`src/verilog/por_wake_pkg.sv`:
```
// Package: constants and carrier types for the reset and idle wake-up block
package por_wake_pkg;

    // ------------------------------------------------------------------
    // Timing
    // ------------------------------------------------------------------
    localparam int unsigned CLK_PERIOD_NS     = 10;
    localparam int unsigned BANDGAP_SETTLE_MS = 8;
    localparam int unsigned ANALOG_SETTLE_MS  = 4;
    localparam int unsigned BANDGAP_CYCLES    = BANDGAP_SETTLE_MS * 1000000 / CLK_PERIOD_NS;
    localparam int unsigned ANALOG_CYCLES     = ANALOG_SETTLE_MS * 1000000 / CLK_PERIOD_NS;
    localparam int unsigned RTC_PERIOD_NS     = 30500;
    localparam int unsigned RTC_WAKE_CYCLES   = (RTC_PERIOD_NS + CLK_PERIOD_NS - 1) / CLK_PERIOD_NS;
    localparam int unsigned REF_WAKE_CYCLES   = 1;
    localparam int unsigned LIGHT_WAKE_CYCLES = 3;
    localparam int unsigned RESET_MIN_CYCLES  = 3;

    // ------------------------------------------------------------------
    // Pin reset levels
    // ------------------------------------------------------------------
    localparam int unsigned ADDR_W   = 21;
    localparam int unsigned CS_W     = 4;
    localparam logic [1:0]  BANK_RST = 2'h3;
    localparam logic [20:0] ADDR_RST = 21'h000000;

    // Power states
    typedef enum logic [1:0] {
        ST_RESET = 2'b00,
        ST_RUN   = 2'b01,
        ST_LIGHT = 2'b10,
        ST_DEEP  = 2'b11
    } power_state_t;

    // Memory-side pin group driven during reset
    typedef struct packed {
        logic [CS_W-1:0]   chipSelectN;
        logic              outputEnableN;
        logic              writeEnableN;
        logic [1:0]        byteMaskN;
        logic              readWrite;
        logic [ADDR_W-1:0] address;
        logic [1:0]        bankAddress;
    } mem_pins_t;

    // Serial/display and misc pin group driven during reset
    typedef struct packed {
        logic       flagOut;
        logic [1:0] cardClock;
        logic [2:0] syncRise;
        logic [1:0] syncFall;
        logic       clockMonitor;
        logic       toggleSelect;
        logic       floatOeN;
    } misc_pins_t;

endpackage : por_wake_pkg

```
`src/verilog/por_reset_and_idle_wake_pin.sv`:
```
// Module: power-good, hardware reset, reset pin states and idle wake-up control
// Contract
// - Supply-ok stays low until bandgap 8 ms, analog 4 ms, core above 900 mV.
// - Hardware reset is AND of supply-ok and reset pin, both active low.
// - Hardware reset clears all logic except the RTC domain; here it clears only state and pin groups.
// - On reset release, enable clock generator, then start boot; here both rise in the same cycle.
// - Reset pin may be tied high; supply-ok alone then drives reset.
// - In reset: memory strobes, masks, flag high; strobe, card clocks low; others float.
// - In reset the clock monitor and one select pin keep toggling.
// - In reset sync select pins go 0 to 1, reserved pins 1 to 0.
// - In reset address lines go synchronously to 0, bank lines to 1.
// - Deep idle runs system clock from input clock or RTC clock by select.
// - Wake latency: 1 cycle deep/ref, 30.5 us deep/RTC, 3 cycles light.
// - External interrupts wake only from deep or light idle.
// - RTC interrupt wakes from deep and light idle.
// - Any unmasked interrupt leaves light idle.
// - Each peripheral interrupt has its own enable.
`timescale 1ns/10ps
`default_nettype none

module por_reset_and_idle_wake_pin #(
    parameter int unsigned BANDGAP_CYC = por_wake_pkg::BANDGAP_CYCLES,
    parameter int unsigned ANALOG_CYC  = por_wake_pkg::ANALOG_CYCLES,
    parameter int unsigned RTC_CYC     = por_wake_pkg::RTC_WAKE_CYCLES,
    parameter int unsigned PERIPH_N    = 8
) (
    input  wire logic                  sys_clk,
    input  wire logic                  rst,
    input  wire logic                  resetPinN,
    input  wire logic                  bandgapActive,
    input  wire logic                  analogSupply,
    input  wire logic                  coreRegulatorAbove,
    input  wire logic                  wakePinN,
    input  wire logic [1:0]            externalIrqPinN,
    input  wire logic                  rtcIrq,
    input  wire logic [PERIPH_N-1:0]   periphIrq,
    input  wire logic [PERIPH_N-1:0]   periphIrqEnable,
    input  wire logic                  idleRequest,
    input  wire logic                  deepIdleSelect,
    input  wire logic                  clockSourceSelect,
    output logic                       supplyOkFlag,
    output logic                       hwResetN,
    output logic                       clockGenEnable,
    output logic                       bootStart,
    output logic                       systemClockGateOff,
    output logic                       clockFromRtc,
    output logic                       cpuActive,
    output por_wake_pkg::mem_pins_t    memPins,
    output por_wake_pkg::misc_pins_t   miscPins
);

    // ------------------------------------------------------------------
    // Input synchronisers (three flops, second and third agree)
    // ------------------------------------------------------------------
    localparam int unsigned SYNC_N = 7;
    logic [SYNC_N-1:0] rawIn;
    logic [SYNC_N-1:0] s1Reg;
    logic [SYNC_N-1:0] s2Reg;
    logic [SYNC_N-1:0] s3Reg;
    logic [SYNC_N-1:0] filtReg;
    logic [SYNC_N-1:0] filtNext;

    assign rawIn = {resetPinN, bandgapActive, analogSupply, coreRegulatorAbove,
                    wakePinN, externalIrqPinN};

    genvar gi;
    generate
        for (gi = 0; gi < SYNC_N; gi++) begin : g_sync
            assign filtNext[gi] = (s2Reg[gi] == s3Reg[gi]) ? s3Reg[gi] : filtReg[gi];
        end
    endgenerate

    // Synchroniser chain; filter powers up with wake and interrupt pins high, reset pin and supplies low
    always_ff @(posedge sys_clk or posedge rst) begin
        if (rst) begin
            s1Reg   <= 7'h07;
            s2Reg   <= 7'h07;
            s3Reg   <= 7'h07;
            filtReg <= 7'h07;
        end else begin
            s1Reg   <= rawIn;
            s2Reg   <= s1Reg;
            s3Reg   <= s2Reg;
            filtReg <= filtNext;
        end
    end

    wire pinResetN  = filtReg[6];
    wire bandgapOk  = filtReg[5];
    wire analogOk   = filtReg[4];
    wire coreOk     = filtReg[3];
    wire wakeLow    = ~filtReg[2];
    wire extIrqLow  = ~(&filtReg[1:0]);

    // ------------------------------------------------------------------
    // Supply-ok qualification
    // ------------------------------------------------------------------
    logic [31:0] bgCountReg;
    logic [31:0] anCountReg;
    logic        supplyOkReg;

    wire bgDone = (bgCountReg >= BANDGAP_CYC);
    wire anDone = (anCountReg >= ANALOG_CYC);
    wire supplyOkNext = bgDone && anDone && coreOk;

    // Settle counters saturate once their time is reached
    wire [31:0] bgStep = bgDone ? bgCountReg : bgCountReg + 32'h1;
    wire [31:0] anStep = anDone ? anCountReg : anCountReg + 32'h1;

    // Settle counters restart whenever their supply drops
    always_ff @(posedge sys_clk or posedge rst) begin
        if (rst) begin
            bgCountReg  <= 32'h00000000;
            anCountReg  <= 32'h00000000;
            supplyOkReg <= 1'b0;
        end else begin
            bgCountReg  <= bandgapOk ? bgStep : 32'h00000000;
            anCountReg  <= analogOk ? anStep : 32'h00000000;
            supplyOkReg <= supplyOkNext;
        end
    end

    // ------------------------------------------------------------------
    // Hardware reset: async assert, sync release
    // ------------------------------------------------------------------
    wire resetCombN = supplyOkReg & pinResetN;
    logic [1:0] relReg;
    logic       hwResetNReg;

    // Release passes two flops; a low on either source asserts at once
    always_ff @(posedge sys_clk or posedge rst) begin
        if (rst) begin
            relReg <= 2'h0;
        end else if (!resetCombN) begin
            relReg <= 2'h0;
        end else begin
            relReg <= {relReg[0], 1'b1};
        end
    end

    wire inReset = ~relReg[1] | ~resetCombN;

    // ------------------------------------------------------------------
    // Power state machine and wake latency
    // ------------------------------------------------------------------
    por_wake_pkg::power_state_t stateReg;
    por_wake_pkg::power_state_t stateNext;
    logic [31:0] wakeCntReg;
    logic [31:0] wakeCntNext;
    logic        wakingReg;
    logic        wakingNext;
    logic        srcRtcReg;

    wire periphHit   = |(periphIrq & periphIrqEnable);
    wire deepWake    = wakeLow || extIrqLow || rtcIrq;
    wire lightWake   = extIrqLow || rtcIrq || periphHit;
    wire [31:0] deepLatency = srcRtcReg ? RTC_CYC : por_wake_pkg::REF_WAKE_CYCLES;
    wire wakeDone    = wakingReg && (wakeCntReg + 32'h1 >= deepLatency);
    wire lightDone   = wakingReg && (wakeCntReg + 32'h1 >= por_wake_pkg::LIGHT_WAKE_CYCLES);

    // Next state: run, enter idle on request, count latency after wake
    always_comb begin
        stateNext   = stateReg;
        wakeCntNext = wakingReg ? wakeCntReg + 32'h1 : 32'h00000000;
        wakingNext  = wakingReg;
        unique case (stateReg)
            por_wake_pkg::ST_RESET: begin
                stateNext = por_wake_pkg::ST_RUN;
            end
            por_wake_pkg::ST_RUN: begin
                if (idleRequest) begin
                    stateNext = deepIdleSelect ? por_wake_pkg::ST_DEEP : por_wake_pkg::ST_LIGHT;
                end
            end
            por_wake_pkg::ST_LIGHT: begin
                if (lightDone) begin
                    stateNext  = por_wake_pkg::ST_RUN;
                    wakingNext = 1'b0;
                end else if (lightWake) begin
                    wakingNext = 1'b1;
                end
            end
            por_wake_pkg::ST_DEEP: begin
                if (wakeDone) begin
                    stateNext  = por_wake_pkg::ST_RUN;
                    wakingNext = 1'b0;
                end else if (deepWake) begin
                    wakingNext = 1'b1;
                end
            end
        endcase
    end

    // State register; latch clock source on entry to deep idle
    always_ff @(posedge sys_clk or posedge rst) begin
        if (rst) begin
            stateReg   <= por_wake_pkg::ST_RESET;
            wakeCntReg <= 32'h00000000;
            wakingReg  <= 1'b0;
            srcRtcReg  <= 1'b0;
        end else if (inReset) begin
            stateReg   <= por_wake_pkg::ST_RESET;
            wakeCntReg <= 32'h00000000;
            wakingReg  <= 1'b0;
            srcRtcReg  <= 1'b0;
        end else begin
            stateReg   <= stateNext;
            wakeCntReg <= wakeCntNext;
            wakingReg  <= wakingNext;
            if (stateReg == por_wake_pkg::ST_RUN && stateNext == por_wake_pkg::ST_DEEP) begin
                srcRtcReg <= ~clockSourceSelect;
            end
        end
    end

    // ------------------------------------------------------------------
    // Registered outputs and reset pin states
    // ------------------------------------------------------------------
    logic toggleReg;

    // All outputs come from flops; pin groups take reset levels in reset
    always_ff @(posedge sys_clk or posedge rst) begin
        if (rst) begin
            supplyOkFlag       <= 1'b0;
            hwResetNReg        <= 1'b0;
            clockGenEnable     <= 1'b0;
            bootStart          <= 1'b0;
            systemClockGateOff <= 1'b0;
            clockFromRtc       <= 1'b0;
            cpuActive          <= 1'b0;
            toggleReg          <= 1'b0;
            memPins            <= '{chipSelectN: 4'hF, outputEnableN: 1'b1, writeEnableN: 1'b1,
                                    byteMaskN: 2'h3, readWrite: 1'b0,
                                    address: por_wake_pkg::ADDR_RST, bankAddress: 2'h0};
            miscPins           <= '{flagOut: 1'b1, cardClock: 2'h0, syncRise: 3'h0,
                                    syncFall: 2'h3, clockMonitor: 1'b0, toggleSelect: 1'b0,
                                    floatOeN: 1'b1};
        end else begin
            supplyOkFlag       <= supplyOkReg;
            hwResetNReg        <= ~inReset;
            clockGenEnable     <= ~inReset && stateNext != por_wake_pkg::ST_DEEP;
            bootStart          <= ~inReset && stateReg == por_wake_pkg::ST_RESET;
            systemClockGateOff <= ~inReset && stateNext == por_wake_pkg::ST_DEEP;
            clockFromRtc       <= ~inReset && stateNext == por_wake_pkg::ST_DEEP && srcRtcReg;
            cpuActive          <= ~inReset && stateNext == por_wake_pkg::ST_RUN;
            toggleReg          <= ~toggleReg;
            if (inReset) begin
                memPins.chipSelectN   <= 4'hF;
                memPins.outputEnableN <= 1'b1;
                memPins.writeEnableN  <= 1'b1;
                memPins.byteMaskN     <= 2'h3;
                memPins.readWrite     <= 1'b0;
                memPins.address       <= por_wake_pkg::ADDR_RST;
                memPins.bankAddress   <= por_wake_pkg::BANK_RST;
                miscPins.flagOut      <= 1'b1;
                miscPins.cardClock    <= 2'h0;
                miscPins.syncRise     <= 3'h7;
                miscPins.syncFall     <= 2'h0;
                miscPins.floatOeN     <= 1'b1;
            end else begin
                miscPins.floatOeN     <= 1'b0;
            end
            miscPins.clockMonitor <= ~toggleReg;
            miscPins.toggleSelect <= ~toggleReg;
        end
    end

    assign hwResetN = hwResetNReg;

endmodule : por_reset_and_idle_wake_pin

`default_nettype wire

```
`config.mk`:
```
export PLATFORM = sky130hd
export DESIGN_NAME = por_reset_and_idle_wake_pin
export DESIGN_NICKNAME = d
export VERILOG_FILES = /design/src/verilog/por_wake_pkg.sv /design/src/verilog/por_reset_and_idle_wake_pin.sv
export SDC_FILE = /design/constraint.sdc
export NUM_CORES = 1
export LEC_CHECK = 0
export ABC_AREA = 0
export BUFFER_PORTS_ARGS = -buffer_cell sky130_fd_sc_hd__clkbuf_2
export CAP_MARGIN = 15
export CORE_MARGIN = 4
export CORE_UTILIZATION = 59
export DETAILED_ROUTE_END_ITERATION = 10
export HOLD_SLACK_MARGIN = 0.15
export PLACE_DENSITY = 0.91
export SETUP_SLACK_MARGIN = 0.5
export SLEW_MARGIN = 20
export SYNTH_ARGS = -nofsm -noshare
export SYNTH_HDL_FRONTEND = slang
export SYNTH_SLANG_ARGS = --single-unit
export TNS_END_PERCENT = 20
```
`constraint.sdc`:
```
create_clock -name sys_clk -period 5.4 [get_ports sys_clk]
set_clock_uncertainty 0.2 [all_clocks]
set_input_delay 0.81 -clock sys_clk [delete_from_list [all_inputs] [get_ports sys_clk]]
set_output_delay 0.81 -clock sys_clk [all_outputs]
set_load 0.01 [all_outputs]
```
# Word level (Yosys, flattened, before mapping)
# Cells that the tools add are included.
# op_classes
reduce_logical	20
muxes	23
n_bitwise	10
n_eq_ne	17
add_sub_neg	3
n_lt_le_gt_ge	4
# ops
operator	n
32-bit two-way mux	6
32-bit by 1-bit adder with 32-bit output, second input constant	3
32-bit by 12-bit greater-or-equal comparator with 1-bit output	1
32-bit by 19-bit greater-or-equal comparator with 1-bit output, second input constant	1
32-bit by 2-bit greater-or-equal comparator with 1-bit output, second input constant	1
32-bit by 20-bit greater-or-equal comparator with 1-bit output, second input constant	1
12-bit two-way mux	1
1-bit logical AND	10
2-bit two-way mux	5
1-bit two-way mux	9
8-bit AND	1
4-bit inequality test, second input constant	2
2-bit one-hot mux with 4 select lines	1
8-bit OR reduction	1
1-bit equality test	7
1-bit inverter	7
2-bit equality test, second input constant	3
2-bit inequality test, second input constant	3
2-bit by 1-bit equality test with 1-bit output, second input constant	2
1-bit logical OR	4
3-bit AND reduction	1
3-bit nonzero test	1
2-bit logical NOT	1
1-bit one-hot mux with 2 select lines	1
other kinds (4)	4
# word_totals
reg_bits	144
output_inout_bits	50
word_cells	107
inputBits	29

# Longest topological paths before layout
# depth
ltp_word	9
depth_mapped	14
mapped_depth_nobuf	13

# Worst setup path before layout
# Ideal clock, no wire load.
# synth_path
path_type	register to register
start	reg wakeCntReg[9]
end	reg cpuActive
synth_period_minus_slack_ns	2.849
required_time_ns	5.080
stages_incl_launch_ff	13
path_buffers	1
path_slack_ns	2.551
setup_ns	0.120
t_arrival_ns	2.528
path_cell_list	dfrtp_1 > bufinv_8 > nor4_4 > buf_6 > nand2_1 > xor2_1 > inv_1 > ha_1 > nand3b_1 > or4_1 > o211ai_1 > a21oi_1 > and4_1
# synth_between
elab_chain_cells	7
elab_cells_between_ends	10
cone_classes	1 x add/sub; 2 x order compare; 1 x eq/ne; 3 x mux; 3 x reduce/logical
# synth_rtl
item	line	text
start, declared	por_reset_and_idle_wake_pin.sv:148	logic [31:0] wakeCntReg;
start signal, assigned	por_reset_and_idle_wake_pin.sv:208	wakeCntReg <= wakeCntNext;
32-bit by 1-bit adder with 32-bit output *	por_reset_and_idle_wake_pin.sv:158, por_reset_and_idle_wake_pin.sv:159	
32-bit by 12-bit greater-or-equal comparator with 1-bit output / 32-bit by 2-bit greater-or-equal comparator with 1-bit output (equally long branches)	por_reset_and_idle_wake_pin.sv:158, por_reset_and_idle_wake_pin.sv:159	
1-bit logical AND, on equally long branches	por_reset_and_idle_wake_pin.sv:158, por_reset_and_idle_wake_pin.sv:159	
2-bit two-way mux, on equally long branches	por_reset_and_idle_wake_pin.sv:184, por_reset_and_idle_wake_pin.sv:176	
2-bit one-hot mux with 4 select lines *	por_reset_and_idle_wake_pin.sv:166	unique case (stateReg)
2-bit by 1-bit equality test with 1-bit output *	por_reset_and_idle_wake_pin.sv:245	cpuActive <= ~inReset && stateNext == por_wake_pkg::ST_RUN;
1-bit logical AND *	por_reset_and_idle_wake_pin.sv:245	
end signal, assigned	por_reset_and_idle_wake_pin.sv:245	
end, declared	por_reset_and_idle_wake_pin.sv:47	output logic cpuActive,
# Every way passes the cells marked *; elsewhere a longest branch is shown, timed or not.
# A chain may end at the register's enable or synchronous reset.

# Worst setup path after layout
# layout_path
start	reg wakeCntReg[2]
end	reg cpuActive
# Same word-level chain as after synthesis.

==> metrics.cfg <==
[run_status]
status = complete, no violations

[floorplan]
die_height_um = 118
rows = 39
fp.coreArea_um2 = 11600
ios = 79
die_x_um = 118
design.die.area_um2 = 13900
initial_core_util = 0.612

[critical_path]
path_class = register to register
arrival_ps = 3550
path_cells = nand3_2 > nor4_4 > nand2_1 > xor2_1 > inv_1 > ha_1 > nand3b_1 > or4_1 > o211ai_1 > a21oi_1 > and4_1
slowest_stage = nor4_4
critPathMaxFanout = 13
cpPeakStageDelay_ps = 620
r2r-start = wakeCntReg[2]$_DFF_PP0_
endpoint_kind = register
cp-endpoint = cpuActive$_DFF_PP0_
reg2regPathDepth = 11
critPathLaunch = wakeCntReg[2]$_DFF_PP0_
timing.rr.end = cpuActive$_DFF_PP0_
start_kind = register
ff2ff_setup_slack_ps = 1960
critPathRequiredTime_ps = 5510

[sta]
finalMaxSlewViolations = 0
finalSetupViolations = 0
post-route-period-util = 0.636
timing.fmax_ghz = 0.291
finalWorstSetupSlack_ps = 1960
hold_viol = 0
tightest_slew_ps = 1030
slew_headroom = 0.310
rsz0062_at_grt = no
layout_min_cycle_time_ps = 3440
final.setup.tns_ps = 0

[drt]
drtIter0Drc = 453
drc = 0
ant_nets = 0
routedWlPerCell_um = 16.3
vias = 4981
vias_per_cell = 5.73
first_pass_iters = 6
wl_mm = 14.2

[synthesis]
synth_edf_count = 0
synth_area_um2 = 7110
synthCells = 681
ys_seq_elements = 142
syn_avg_cell_area_um2 = 10.4
yosysWarnings = 0
synth-async-reset-ratio = 1.00
synth_ff_type = dfrtp_1
synthDistinctLibCells = 68
synth-seq-area-share = 0.502

[final_layout]
post-route-util = 0.672
nNetsFinal = 758
diodes = 0
fillers = 800
stdcell_count = 870
areaGrowthSynthToFinish_pct = 9.73
drive_gt1_frac = 0.151

[min_path]
min-delay-start = s1Reg[4]$_DFF_PP0_
min-delay-path-class = register to register

[run]
drv_cap = 0

[clock_tree]
tritoncts = yes
htreeDepth = 4
cts_root_buffer = clkbuf_16
clk_pin_slew_ps = 60
cts_setup_buffers = 0
cts_made_buffers = 17
post_cts_resized = 0
hold_buffers = 0
cts.sinks = 142
clk-insertion-delay-late_ps = 430
cts_buffer_depth = 2

[place]
port-buffer-count = 45
dp_cells = 838
place_congestion = 0.885
post-place-ws_ps = 2040
place_hpwl_mm = 9.28

[power]
p_leak_uw = 0.00366
cellPowerDensity_nw_per_um2 = 305
power_uw = 2380
vdd_drop_max_uv = 257

[global_routing]
antenna_found_initial = 0
overflow = 0
grt_pass1_vias = 5078
grtUsageTotal = 0.218
grt_first_pass_wirelength_mm = 24.8
grt_max_degree = 107

-- worst min-delay path by stage --
stage                              end  slack (ps)  depth (start not counted)
floorplan           s2Reg[3]$_DFF_PP0_         130                          0
global placement    s2Reg[3]$_DFF_PP0_         130                          0
finish              s2Reg[4]$_DFF_PP0_         150                          0
CTS                 s2Reg[4]$_DFF_PP0_         150                          0
global route        s2Reg[5]$_DFF_PP0_         160                          0
detailed placement  s2Reg[4]$_DFF_PP0_         140                          0
-- where the power goes --
part	total (uW)	internal [uW]	switching, uW
sequential	1110	1090	24.6
combinational	72.2	25.1	47.1
clock	1190	731	460
total	2380	1850	532
-- worst max-delay path, delay by kind of cell (launching register included) --
kind | cells | cell delay [ps]
AOI/OAI and AO/OA | 2 | 310
xor gates and xnor gates | 1 | 260
adders and majority gates | 1 | 180
buffers and inverters | 1 | 90
DFF | 1 | 500
and+or+nand+nor | 6 | 1780
-- final cells by class --
cell class / instances / area, um^2 / share of cell area
repair buffers: 46 / 233 / 0.0298
inverters: 27 / 120 / 0.0154
clock inverters: 12 / 163 / 0.0208
well taps: 143 / 179 / 0.0229
clock buffers: 20 / 437 / 0.0559
flip-flops and latches: 142 / 3570 / 0.458
multi-input cells: 480 / 3100 / 0.398
-- synth_stat cells (6+ instances only) --
| cell | count | area, um^2 |
|---|---|---|
| nor3_1 | 17 | 85.1 |
| ha_1 | 15 | 188 |
| nor2_1 | 50 | 188 |
| nand2_1 | 38 | 143 |
| dfrtp_1 | 128 | 3200 |
| nor4_1 | 16 | 100 |
| o21a_1 | 6 | 45.0 |
| a31oi_1 | 7 | 43.8 |
| inv_1 | 26 | 97.6 |
| and2_1 | 59 | 369 |
| nand4_1 | 25 | 156 |
| xnor2_1 | 41 | 359 |
| clkbuf_1 | 11 | 41.3 |
| nor2b_1 | 8 | 50.1 |
| a21oi_1 | 14 | 70.1 |
| and3_1 | 16 | 100 |
| dfstp_2 | 14 | 368 |
| nand3_1 | 30 | 150 |
| maj3_1 | 7 | 70.1 |
| buf_4 | 43 | 323 |
| xor2_1 | 24 | 210 |
-- kinds of logic (layout without fill, tap and decap cells) --
logic type,Yosys count,count (layout),share of synthesized area
buffers and inverters,90,105,0.0781
AOI/OAI and AO/OA,60,60,0.0584
DFF,142,142,0.502
xor gates and xnor gates,65,65,0.0800
and+or+nand+nor,297,297,0.240
muxes,3,3,0.00440
other,2,33,0.00106
adders and majority gates,22,22,0.0362
-- state kept, by name, indices dropped and copies added, names as in the netlist, 2 cells and up --
signal	count
relReg	2
bgCountReg	32
filtReg	7
wakeCntReg	32
stateReg	2
s2Reg	7
anCountReg	32
s3Reg	7
miscPins	3
s1Reg	7
-- cell usage in the layout (no fill, tap or decap), drive strengths merged, types with 5 or more instances in the layout --
master and count:
inv 29, dfstp 14, nand2 40, a21oi 15
dfrtp 128, and3 17, nor4 20, nand3 31
nor2b 8, nor2 50, xnor2 41, and4 6
ha 15, nand4 26, xor2 24, conb 33
o21a 6, maj3 7, o21ai 6, a31oi 7
clkbuf 65, or3 5, nor3 19, and2 59
nor3b 5
-- per-layer routing --
metal  global-route usage  routed length, um
met2                0.371               7420
met3               0.0495                741
met4               0.0857                366
met5                    0                  0
met1                0.270               5700
-- through the flow --
stage / area (um^2) / hold WS [ps]
4_1_cts: 7800 / 153
3_3_place_gp: 7210 / 133
6_report: 7800 / 149
5_1_grt: 7800 / 159
3_5_place_dp: 7210 / 138
2_1_floorplan: 7230 / 131
(Power assumes the default switching activity.)
